$ cat config.mk
export PLATFORM = sky130hd
export DESIGN_NAME = pscr_regs
export DESIGN_NICKNAME = d
export VERILOG_FILES = /design/src/shared/pscr_pkg.sv /design/src/verilog/pscr_regs.sv /design/src/verilog/pscr_pin_sync.sv
export SDC_FILE = /design/constraint.sdc
export NUM_CORES = 1
export LEC_CHECK = 0
export ABC_AREA = 1
export BUFFER_PORTS_ARGS = -buffer_cell sky130_fd_sc_hd__buf_2
export CORE_MARGIN = 2
export CORE_UTILIZATION = 50
export DETAILED_ROUTE_END_ITERATION = 7
export GPL_TIMING_DRIVEN = 0
export PLACE_DENSITY = 0.78
export SLEW_MARGIN = 15
export SYNTH_ARGS = -nofsm -noshare
export SYNTH_HDL_FRONTEND = slang
export SYNTH_HIERARCHICAL = 1
export SYNTH_SLANG_ARGS = --single-unit
$ cat constraint.sdc
create_clock -name clock -period 3 [get_ports clock]
set_input_delay 0.15 -clock clock [delete_from_list [all_inputs] [get_ports clock]]
set_output_delay 0.15 -clock clock [all_outputs]
set_load 0.05 [all_outputs]
$ cat src/shared/pscr_pkg.sv
// Constants and types for the pin status and configuration register bank
// Overview of operation
// - Status bit 7 is unimplemented and always reads zero.
// - Status bit 6 follows effective port-enable level, pin or override.
// - Status bit 5 follows mode-select-2 pin or its override.
// - Status bit 4 follows mode-select-1 pin or its override.
// - Status bit 3 follows emulation-enable pin or its override.
// - Status bit 2 holds polarity pin decode, latched once after reset.
// - Status bits 1-0: 00 sleep, 01 detect, 10 active, 11 error.
// - Any serial access wakes the device, so reads never show sleep.
// - Configuration registers load 01h, 8Ch, 04h, 46h, 14h at reset.
// - General configuration keeps its contents through sleep entry and exit.
// - General configuration fields at bits 7, 5, 4, 3, 2 and 1-0.
// - Rationing 01 report+disconnect, 10 disconnect+sleep, 11 ignore.
package pscr_pkg;
  localparam logic [7:0] PSCR_ADDR_PIN_STATUS = 8'h14;
  localparam logic [7:0] PSCR_ADDR_GENERAL    = 8'h15;
  localparam logic [7:0] PSCR_ADDR_EMULATION  = 8'h16;
  localparam logic [7:0] PSCR_ADDR_SWITCH     = 8'h17;
  localparam logic [7:0] PSCR_ADDR_ATTACH     = 8'h18;
  localparam logic [7:0] PSCR_ADDR_FAST_SW    = 8'h25;
  localparam logic [7:0] PSCR_RST_GENERAL     = 8'h01;
  localparam logic [7:0] PSCR_RST_EMULATION   = 8'h8C;
  localparam logic [7:0] PSCR_RST_SWITCH      = 8'h04;
  localparam logic [7:0] PSCR_RST_ATTACH      = 8'h46;
  localparam logic [7:0] PSCR_RST_FAST_SW     = 8'h14;
  localparam logic [7:0] PSCR_GEN_WMASK       = 8'hBF;
  localparam int PSCR_GEN_ALERT_MASK = 7;
  localparam int PSCR_GEN_ALERT_LINK = 5;
  localparam int PSCR_GEN_DISCHARGE  = 4;
  localparam int PSCR_GEN_RATIONING_ENABLE     = 3;
  localparam int PSCR_GEN_RATIONING_RESET    = 2;
  localparam int PSCR_SYNC_STAGES    = 2;

  typedef enum logic [1:0] {
    PSCR_PS_SLEEP  = 2'b00,
    PSCR_PS_DETECT = 2'b01,
    PSCR_PS_ACTIVE = 2'b10,
    PSCR_PS_ERROR  = 2'b11
  } pscr_power_t;

  typedef enum logic [1:0] {
    PSCR_RB_RSVD       = 2'b00,
    PSCR_RB_REPORT_DIS = 2'b01,
    PSCR_RB_DIS_SLEEP  = 2'b10,
    PSCR_RB_IGNORE     = 2'b11
  } pscr_ration_t;
endpackage

$ cat src/verilog/pscr_regs.sv
// Pin status and configuration register bank
`timescale 1ns/100ps
module pscr_regs (
  input  wire logic               clock,
  input  wire logic               reset,
  input  wire logic               bus_access,
  input  wire logic               bus_write,
  input  wire logic [7:0]         bus_addr,
  input  wire logic [7:0]         bus_wdata,
  output logic      [7:0]         bus_rdata,
  output logic                    bus_hit,
  input  wire logic               port_enable_pin,
  input  wire logic               mode_sel2_pin,
  input  wire logic               mode_sel1_pin,
  input  wire logic               emulation_enable_pin,
  input  wire logic               polarity_pin,
  input  wire logic               port_enable_override,
  input  wire logic               mode_sel2_override,
  input  wire logic               mode_sel1_override,
  input  wire logic               emulation_enable_override,
  input  wire logic               override_select,
  input  wire pscr_pkg::pscr_power_t core_power_state,
  output logic                    wake_request,
  output logic [7:0]              general_config,
  output logic [7:0]              emulation_config,
  output logic [7:0]              switch_config,
  output logic [7:0]              attach_detect_config,
  output logic [7:0]              fast_data_switch_config,
  output logic                    bus_discharge,
  output logic                    rationing_enable,
  output logic                    rationing_reset,
  output pscr_pkg::pscr_ration_t  rationing_behaviour,
  output logic                    ration_report,
  output logic                    ration_disconnect,
  output logic                    ration_sleep
);
  import pscr_pkg::*;

  logic [4:0]  pins_sync;
  logic [7:0]  next_general;
  logic [7:0]  next_emulation;
  logic [7:0]  next_switch;
  logic [7:0]  next_attach;
  logic [7:0]  next_fast_sw;
  logic [7:0]  next_rdata;
  logic        next_hit;
  logic        polarity_high;
  logic        polarity_taken;
  logic        next_polarity_high;
  logic        next_polarity_taken;
  logic [1:0]  sync_fill;
  logic [1:0]  next_sync_fill;
  logic        port_enable_control;
  logic        mode_sel2_status;
  logic        mode_sel1_status;
  logic        emulation_enable_status;
  pscr_power_t power_state_field;
  logic [7:0]  pin_level_status;

  pscr_pin_sync #(
    .WIDTH (5)
  ) u_sync (
    .clock     (clock),
    .reset     (reset),
    .pin_async ({port_enable_pin, mode_sel2_pin, mode_sel1_pin,
                 emulation_enable_pin, polarity_pin}),
    .pin_sync  (pins_sync)
  );

  function automatic logic pick(input logic sel, input logic ovr,
                                input logic pin);
    pick = sel ? ovr : pin;
  endfunction

  // Live mirrors, no extra latency beyond the synchroniser
  always_comb begin
    port_enable_control     = pick(override_select, port_enable_override,
                                   pins_sync[4]);
    mode_sel2_status        = pick(override_select, mode_sel2_override,
                                   pins_sync[3]);
    mode_sel1_status        = pick(override_select, mode_sel1_override,
                                   pins_sync[2]);
    emulation_enable_status = pick(override_select,
                                   emulation_enable_override,
                                   pins_sync[1]);
    // Host access wakes the core, so sleep shows as detect
    power_state_field = (core_power_state == PSCR_PS_SLEEP) ?
                        PSCR_PS_DETECT : core_power_state;
    pin_level_status = {1'b0, port_enable_control, mode_sel2_status,
                        mode_sel1_status, emulation_enable_status,
                        polarity_high, power_state_field};
  end

  assign wake_request = bus_access;

  always_comb begin
    next_polarity_high  = polarity_high;
    next_polarity_taken = polarity_taken;
    next_sync_fill      = sync_fill;
    // Synchroniser restarts from zero, so wait until it holds the pin
    if (sync_fill != 2'(PSCR_SYNC_STAGES)) begin
      next_sync_fill = sync_fill + 2'h1;
    end else if (!polarity_taken) begin
      next_polarity_high  = pins_sync[0];
      next_polarity_taken = 1'b1;
    end
  end

  always_comb begin
    next_general   = general_config;
    next_emulation = emulation_config;
    next_switch    = switch_config;
    next_attach    = attach_detect_config;
    next_fast_sw   = fast_data_switch_config;
    next_rdata     = bus_rdata;
    next_hit       = 1'b0;
    if (bus_access) begin
      next_hit = 1'b1;
      unique case (bus_addr)
        PSCR_ADDR_PIN_STATUS: begin
          if (!bus_write) next_rdata = pin_level_status;
        end
        PSCR_ADDR_GENERAL: begin
          if (bus_write) next_general = bus_wdata & PSCR_GEN_WMASK;
          else next_rdata = general_config;
        end
        PSCR_ADDR_EMULATION: begin
          if (bus_write) next_emulation = bus_wdata;
          else next_rdata = emulation_config;
        end
        PSCR_ADDR_SWITCH: begin
          if (bus_write) next_switch = bus_wdata;
          else next_rdata = switch_config;
        end
        PSCR_ADDR_ATTACH: begin
          if (bus_write) next_attach = bus_wdata;
          else next_rdata = attach_detect_config;
        end
        PSCR_ADDR_FAST_SW: begin
          if (bus_write) next_fast_sw = bus_wdata;
          else next_rdata = fast_data_switch_config;
        end
        default: begin
          next_hit = 1'b0;
          if (!bus_write) next_rdata = 8'h00;
        end
      endcase
    end
  end

  // Reset only on power-on; sleep does not touch these
  always_ff @(posedge clock) begin
    if (reset) begin
      general_config          <= PSCR_RST_GENERAL;
      emulation_config        <= PSCR_RST_EMULATION;
      switch_config           <= PSCR_RST_SWITCH;
      attach_detect_config    <= PSCR_RST_ATTACH;
      fast_data_switch_config <= PSCR_RST_FAST_SW;
      bus_rdata               <= 8'h00;
      bus_hit                 <= 1'b0;
      polarity_high           <= 1'b0;
      polarity_taken          <= 1'b0;
      sync_fill               <= 2'h0;
    end else begin
      general_config          <= next_general;
      emulation_config        <= next_emulation;
      switch_config           <= next_switch;
      attach_detect_config    <= next_attach;
      fast_data_switch_config <= next_fast_sw;
      bus_rdata               <= next_rdata;
      bus_hit                 <= next_hit;
      polarity_high           <= next_polarity_high;
      polarity_taken          <= next_polarity_taken;
      sync_fill               <= next_sync_fill;
    end
  end

  always_comb begin
    bus_discharge       = general_config[PSCR_GEN_DISCHARGE];
    rationing_enable    = general_config[PSCR_GEN_RATIONING_ENABLE];
    rationing_reset     = general_config[PSCR_GEN_RATIONING_RESET];
    rationing_behaviour = pscr_ration_t'(general_config[1:0]);
    ration_report       = (rationing_behaviour ==
                           PSCR_RB_REPORT_DIS);
    ration_disconnect   = rationing_behaviour == PSCR_RB_REPORT_DIS ||
                          rationing_behaviour == PSCR_RB_DIS_SLEEP;
    ration_sleep        = rationing_behaviour == PSCR_RB_DIS_SLEEP;
  end

  a_status_msb: assert property (@(posedge clock) disable iff (reset)
    bus_access && !bus_write && bus_addr == PSCR_ADDR_PIN_STATUS
    |=> !bus_rdata[7]) else $error("status msb set");
  a_port_en_mirror: assert property (@(posedge clock) disable iff (reset)
    pin_level_status[6] == (override_select ? port_enable_override
    : pins_sync[4])) else $error("port enable mirror");
  a_mode2_mirror: assert property (@(posedge clock) disable iff (reset)
    bus_access && !bus_write && bus_addr == PSCR_ADDR_PIN_STATUS
    |=> bus_rdata[5] == $past(mode_sel2_status))
    else $error("mode2 mirror");
  a_mode1_mirror: assert property (@(posedge clock) disable iff (reset)
    pin_level_status[4] == (override_select ? mode_sel1_override
    : pins_sync[2])) else $error("mode1 mirror");
  a_emul_mirror: assert property (@(posedge clock) disable iff (reset)
    pin_level_status[3] == (override_select ? emulation_enable_override
    : pins_sync[1])) else $error("emulation mirror");
  a_polarity_hold: assert property (@(posedge clock) disable iff (reset)
    polarity_taken |=> $stable(polarity_high))
    else $error("polarity changed");
  a_state_no_sleep: assert property (@(posedge clock) disable iff (reset)
    bus_access && !bus_write && bus_addr == PSCR_ADDR_PIN_STATUS
    |=> bus_rdata[1:0] != 2'b00) else $error("sleep code read");
  a_state_pass: assert property (@(posedge clock) disable iff (reset)
    core_power_state != PSCR_PS_SLEEP |->
    pin_level_status[1:0] == core_power_state)
    else $error("power state mismatch");
  a_status_ro: assert property (@(posedge clock) disable iff (reset)
    bus_access && bus_write && bus_addr == PSCR_ADDR_PIN_STATUS
    |=> $stable(general_config) && $stable(bus_rdata))
    else $error("status write had effect");
  a_gen_reset: assert property (@(posedge clock)
    $past(reset) |-> general_config == 8'h01 && emulation_config == 8'h8C)
    else $error("config reset value");
  a_gen_write: assert property (@(posedge clock) disable iff (reset)
    bus_access && bus_write && bus_addr == PSCR_ADDR_GENERAL
    |=> general_config == ($past(bus_wdata) & 8'hBF))
    else $error("general write");
  a_gen_keep: assert property (@(posedge clock) disable iff (reset)
    !(bus_access && bus_write) |=> $stable(general_config))
    else $error("general lost");
  a_ration_dec: assert property (@(posedge clock) disable iff (reset)
    general_config[1:0] == 2'b11 |-> !ration_report && !ration_disconnect)
    else $error("ignore decode");
endmodule

$ cat src/verilog/pscr_pin_sync.sv
// Two-stage synchroniser for a group of pin inputs
`timescale 1ns/100ps
module pscr_pin_sync #(
  parameter int WIDTH = 5
) (
  input  wire logic             clock,
  input  wire logic             reset,
  input  wire logic [WIDTH-1:0] pin_async,
  output logic      [WIDTH-1:0] pin_sync
);
  logic [WIDTH-1:0] stage1;
  logic [WIDTH-1:0] next_stage1;
  logic [WIDTH-1:0] next_sync;

  always_comb begin
    next_stage1 = pin_async;
    next_sync   = stage1;
  end

  // First stage read only by the second
  always_ff @(posedge clock) begin
    if (reset) begin
      stage1   <= '0;
      pin_sync <= '0;
    end else begin
      stage1   <= next_stage1;
      pin_sync <= next_sync;
    end
  end
endmodule

* Word level (Yosys, flattened, before mapping)
Cells that the tools add are included.
** Storage, ports and cells
- Register bits :: 62
- Input bits :: 32
- Output and inout port bits :: 58
- Logic and storage cells :: 51
** Cells by class
- Add/sub/neg operators :: 1
- Equality and inequality tests :: 9
- Mux-type cells :: 14
- Bitwise operators :: 4
- Reduce and logical (&&, ||, !) cells :: 11
** Operator list (number)
- $mux W8 :: 7
- $pmux W8 S6 :: 1
- $eq A8 B5 Y1 const B :: 5
- $reduce_and A3 Y1 :: 5
- $eq A8 B6 Y1 const B :: 1
- $reduce_or A6 Y1 :: 1
- $mux W1 :: 5
- $not A1 Y1 :: 4
- $reduce_and A2 Y1 :: 2
- $add A2 B1 Y2 const B :: 1
- $eq A2 B1 Y1 const B :: 1
- $eq A2 B2 Y1 const B :: 1
- $logic_not A2 Y1 :: 1
- $mux W2 :: 1
- $ne A2 B2 Y1 const B :: 1
- $reduce_or A2 Y1 :: 1
- $logic_or A1 B1 Y1 :: 1

* Depth between registers and ports, before layout
- Depth in word-level cells :: 4
- Depth in mapped cells :: 11
- Mapped depth without buffers :: 10

* Cells and area by module
Netlist, hierarchy kept.
** By module, submodules not included
- pscr_regs :: instances 1, cells an instance 343, area each 2472.4 um^2
- pscr_pin_sync :: instances 1, cells an instance 31, area each 286.5 um^2

* Worst setup path before layout
Ideal clock, no wire load.
- Kind :: register -> output
- From :: register general_config[0]
- To :: output ration_disconnect
- Arrival :: 1385 ps
- Path slack :: 1465 ps
- Stages on the path, launching flop included :: 4
- Path buffers :: 0
- Path through :: dfxtp_1 inv_1 ha_1 inv_1
** On the way
- Longest elaborated chain between the ends :: 2
- Elaborated cells on any way between the ends :: 3
- Classes of those cells :: eq/ne (2); reduce/logical (1)
** Ends and longest elaborated chain
- start, declared :: line pscr_regs.sv:24 : output logic [7:0] general_config,
- start signal, assigned :: line pscr_regs.sv:165 : general_config <= next_general;
- $eq A2 B1 Y1 or $eq A2 B2 Y1 (tied branches) :: line pscr_regs.sv:185, pscr_regs.sv:186
- $logic_or A1 B1 Y1 (*) :: line pscr_regs.sv:185 : ration_disconnect = rationing_behaviour == PSCR_RB_REPORT_DIS ||
- end, declared :: line pscr_regs.sv:34 : output logic ration_disconnect,
Every way passes the cells marked *; elsewhere a longest branch is shown, timed or not.

* Worst setup path after layout
Same ends and word-level chain as after synthesis.

==> run metrics <==
status=complete, no violations; final worst path period share=0.5098; worst setup path end=ration_disconnect; final WL=7363 um; Hold Path Class=input port to flop; crit-path most repeated cell=inv_1; top post-synthesis cells by area=dfxtp_1, a21oi_1, inv_1; RSZ-0062 raised after global routing=no; Yosys reg bits=62; commonest non-fill, non-tap cell in the layout=buf_2; first-pass GRT wire length=11860 um; crit path max fanout=5; final hold slack=0.01181 ns; clock sinks=between 60 and 70; maximum root-to-sink buffer count=2; Layout Skew=0.01140 ns; CP Depth=4; cell leakage power=approximately 1.7 nW; total number of vias=approximately 2800; Worst R2R Setup Slack=between 1.5 and 2 ns; GRT Residual Overflow=0; Hold Fails Final Rpt=0; register area share after synthesis=0.4499; Peak VDD IR=about 360 uV; total CTS buffers=9; crit path launch=general_config[0]$_SDFFE_PP1P_; Req. time, crit path=2.85 ns; worst r2r dst=bus_rdata[4]$_SDFFE_PP0P_; DRC Markers=0; Max Cap Viol=0; Hold-fix buffers, CTS=0; postcts setup bufs=0; Synth area leader=dfxtp_1; NumNets Final=508; clock slew at reported path FFs=0.06 ns; drt via density=5.124; Syn Inst Count=374; Core ar.=5405 um^2; CP delay by family, top=flip-flops; Worst Setup Start Kind=flop; Worst Slack Setup Final=1.470 ns; share of layout cells above drive strength 1=0.3013; TritonCTS clock tree=built; Setup Viol. Count Final=0; Worst Setup End Kind=output pin; Synth cell types=25; pwr dens=slightly above 500 nW/um^2; # rows=27; Synth top area share=0.4499; post-route ant nets=0; min-delay src=port_enable_pin; Root Buffer=clkbuf_8; GR Util All Layers=0.2498; DRT Pass-1 Iters=5; design area=3488 um^2; H-tree Lvls=3; Max Slew Vio Count=0; highest-delay cell along the critical path=dfxtp_1; IO buf count=88; I/O pin count=90; reg2reg start=u_sync/pin_sync[2]$_SDFF_PP0_; most frequent cells in the layout=buf_2, dfxtp_1, inv_1; maximum clock rate=about 650 MHz; max incr delay on CP=a little under 0.4 ns; vias in the first global route=2535; largest net degree at the start of global routing=12; Die Y=between 70 and 80 um; slew margin rel.=0.6316; Synth Warn #=6; Fin Setup TNS=0 ns; crit-path cells=inv_1, ha_1, inv_1, buf_2; Area growth, synth to finish=26.44%; Post-DP HPWL=approximately 5600 um; Mean Syn Cell Area=7.377 um^2; Ant. Diodes=0; post-route minimum period=1.530 ns; Die ar.=6128 um^2; pre-CTS WS=1.530 ns; per-cell routed wire length=13.39 um; cts repair resizes=0; Reg2Reg Depth=6; Syn Nets=409; WP buf/inv=3; Placed Area=roughly 3300 um^2; cell area after synthesis=around 2800 um^2; initial DRC count=148; initial antenna violation count=0; Initial Util=0.5104; crit path kind=flop to output pin; Die W=slightly below 80 um; placer congestion estimate=0.8755; Least-Margin Pin Slew=0.5506 ns; Worst-Skew Late Latency=0.34 ns; arrival time worst endpoint=around 1.4 ns
-- per-stage QoR --
step | utilization | cells | power [mW]
floorplan | - | 374 | 0.9889
global placement | 0.6086 | 534 | 1.045
detailed placement | 0.6086 | 534 | 1.053
CTS | 0.6454 | 550 | 1.771
global route | 0.6454 | 550 | 1.838
finish | 0.6454 | 550 | 1.768
-- worst min path at each step --
stage / end / slack (ns) / cells after the start
floorplan: fast_data_switch_config[2]$_SDFFE_PP1P_ / 0.25 / 2
global placement: u_sync/next_sync[2]$_SDFF_PP0_ / 0.35 / 3
detailed placement: u_sync/next_sync[4]$_SDFF_PP0_ / 0.35 / 3
CTS: u_sync/next_sync[4]$_SDFF_PP0_ / 0.008 / 3
global route: u_sync/next_sync[2]$_SDFF_PP0_ / 0.009 / 3
finish: u_sync/next_sync[4]$_SDFF_PP0_ / 0.01 / 3
-- cell families after synthesis --
kind of cell	share of synthesized area
fa+ha+maj	0.01361
other cells	0.001359
compound gates	0.2118
flops	0.4499
buf+inv	0.1415
simple gates	0.1819
-- cell type report --
cell class	instances	area, um^2
buffer	19	131.4
inverter	69	259.0
tap	72	90.09
clock inverter	6	61.31
sequential	62	1241
clock buffer	10	137.6
timing repair buffer	88	440.4
multi-input combinational	224	1127
fill	523	1917
-- cell usage after synthesis (all sizes together) --
cell,n
o21bai,1
o21a,1
nor2,46
o21ai,57
ha,3
nand3,17
a21oi,43
buf,14
inv,69
nand2,42
a31oi,1
nor3,2
conb,1
o22ai,10
clkbuf,5
dfxtp,62
-- worst register-to-register path, stage by stage, from the launching register on --
cell and delay, ns:
dfxtp_1 0.31, inv_1 0.03, o21ai_0 0.18, nand3_1 0.11, o21ai_0 0.11, nor2_1 0.07
a21oi_1 0.15
-- metal layers --
| metal | global-route usage | up-vias | part of all wire |
|---|---|---|---|
| li1 | - | 1388 | - |
| met1 | 0.3186 | 1287 | 0.42 |
| met2 | 0.4181 | 125 | 0.48 |
| met3 | 0.05402 | 18 | 0.080 |
| met4 | 0.08772 | 0 | 0.020 |
| met5 | 0 | - | 0 |
-- registers in the layout (all words and copies together) (netlist names), 5 cells and up --
name                     cells
attach_detect_config         8
bus_rdata                    8
emulation_config             8
fast_data_switch_config      8
general_config               7
switch_config                8
u_sync/next_sync             5
u_sync/pin_sync              5
-- power breakdown --
group / total (mW) / switching [mW] / leakage (nW) / internal, mW
Clock: 0.733 / 0.331 / 0.102 / 0.403
Sequential: 0.862 / 0.0120 / 0.504 / 0.850
Combinational: 0.173 / 0.116 / 1.08 / 0.0562
Total: 1.77 / 0.459 / 1.68 / 1.31
No activity file was read; power rests on OpenSTA's default activity.
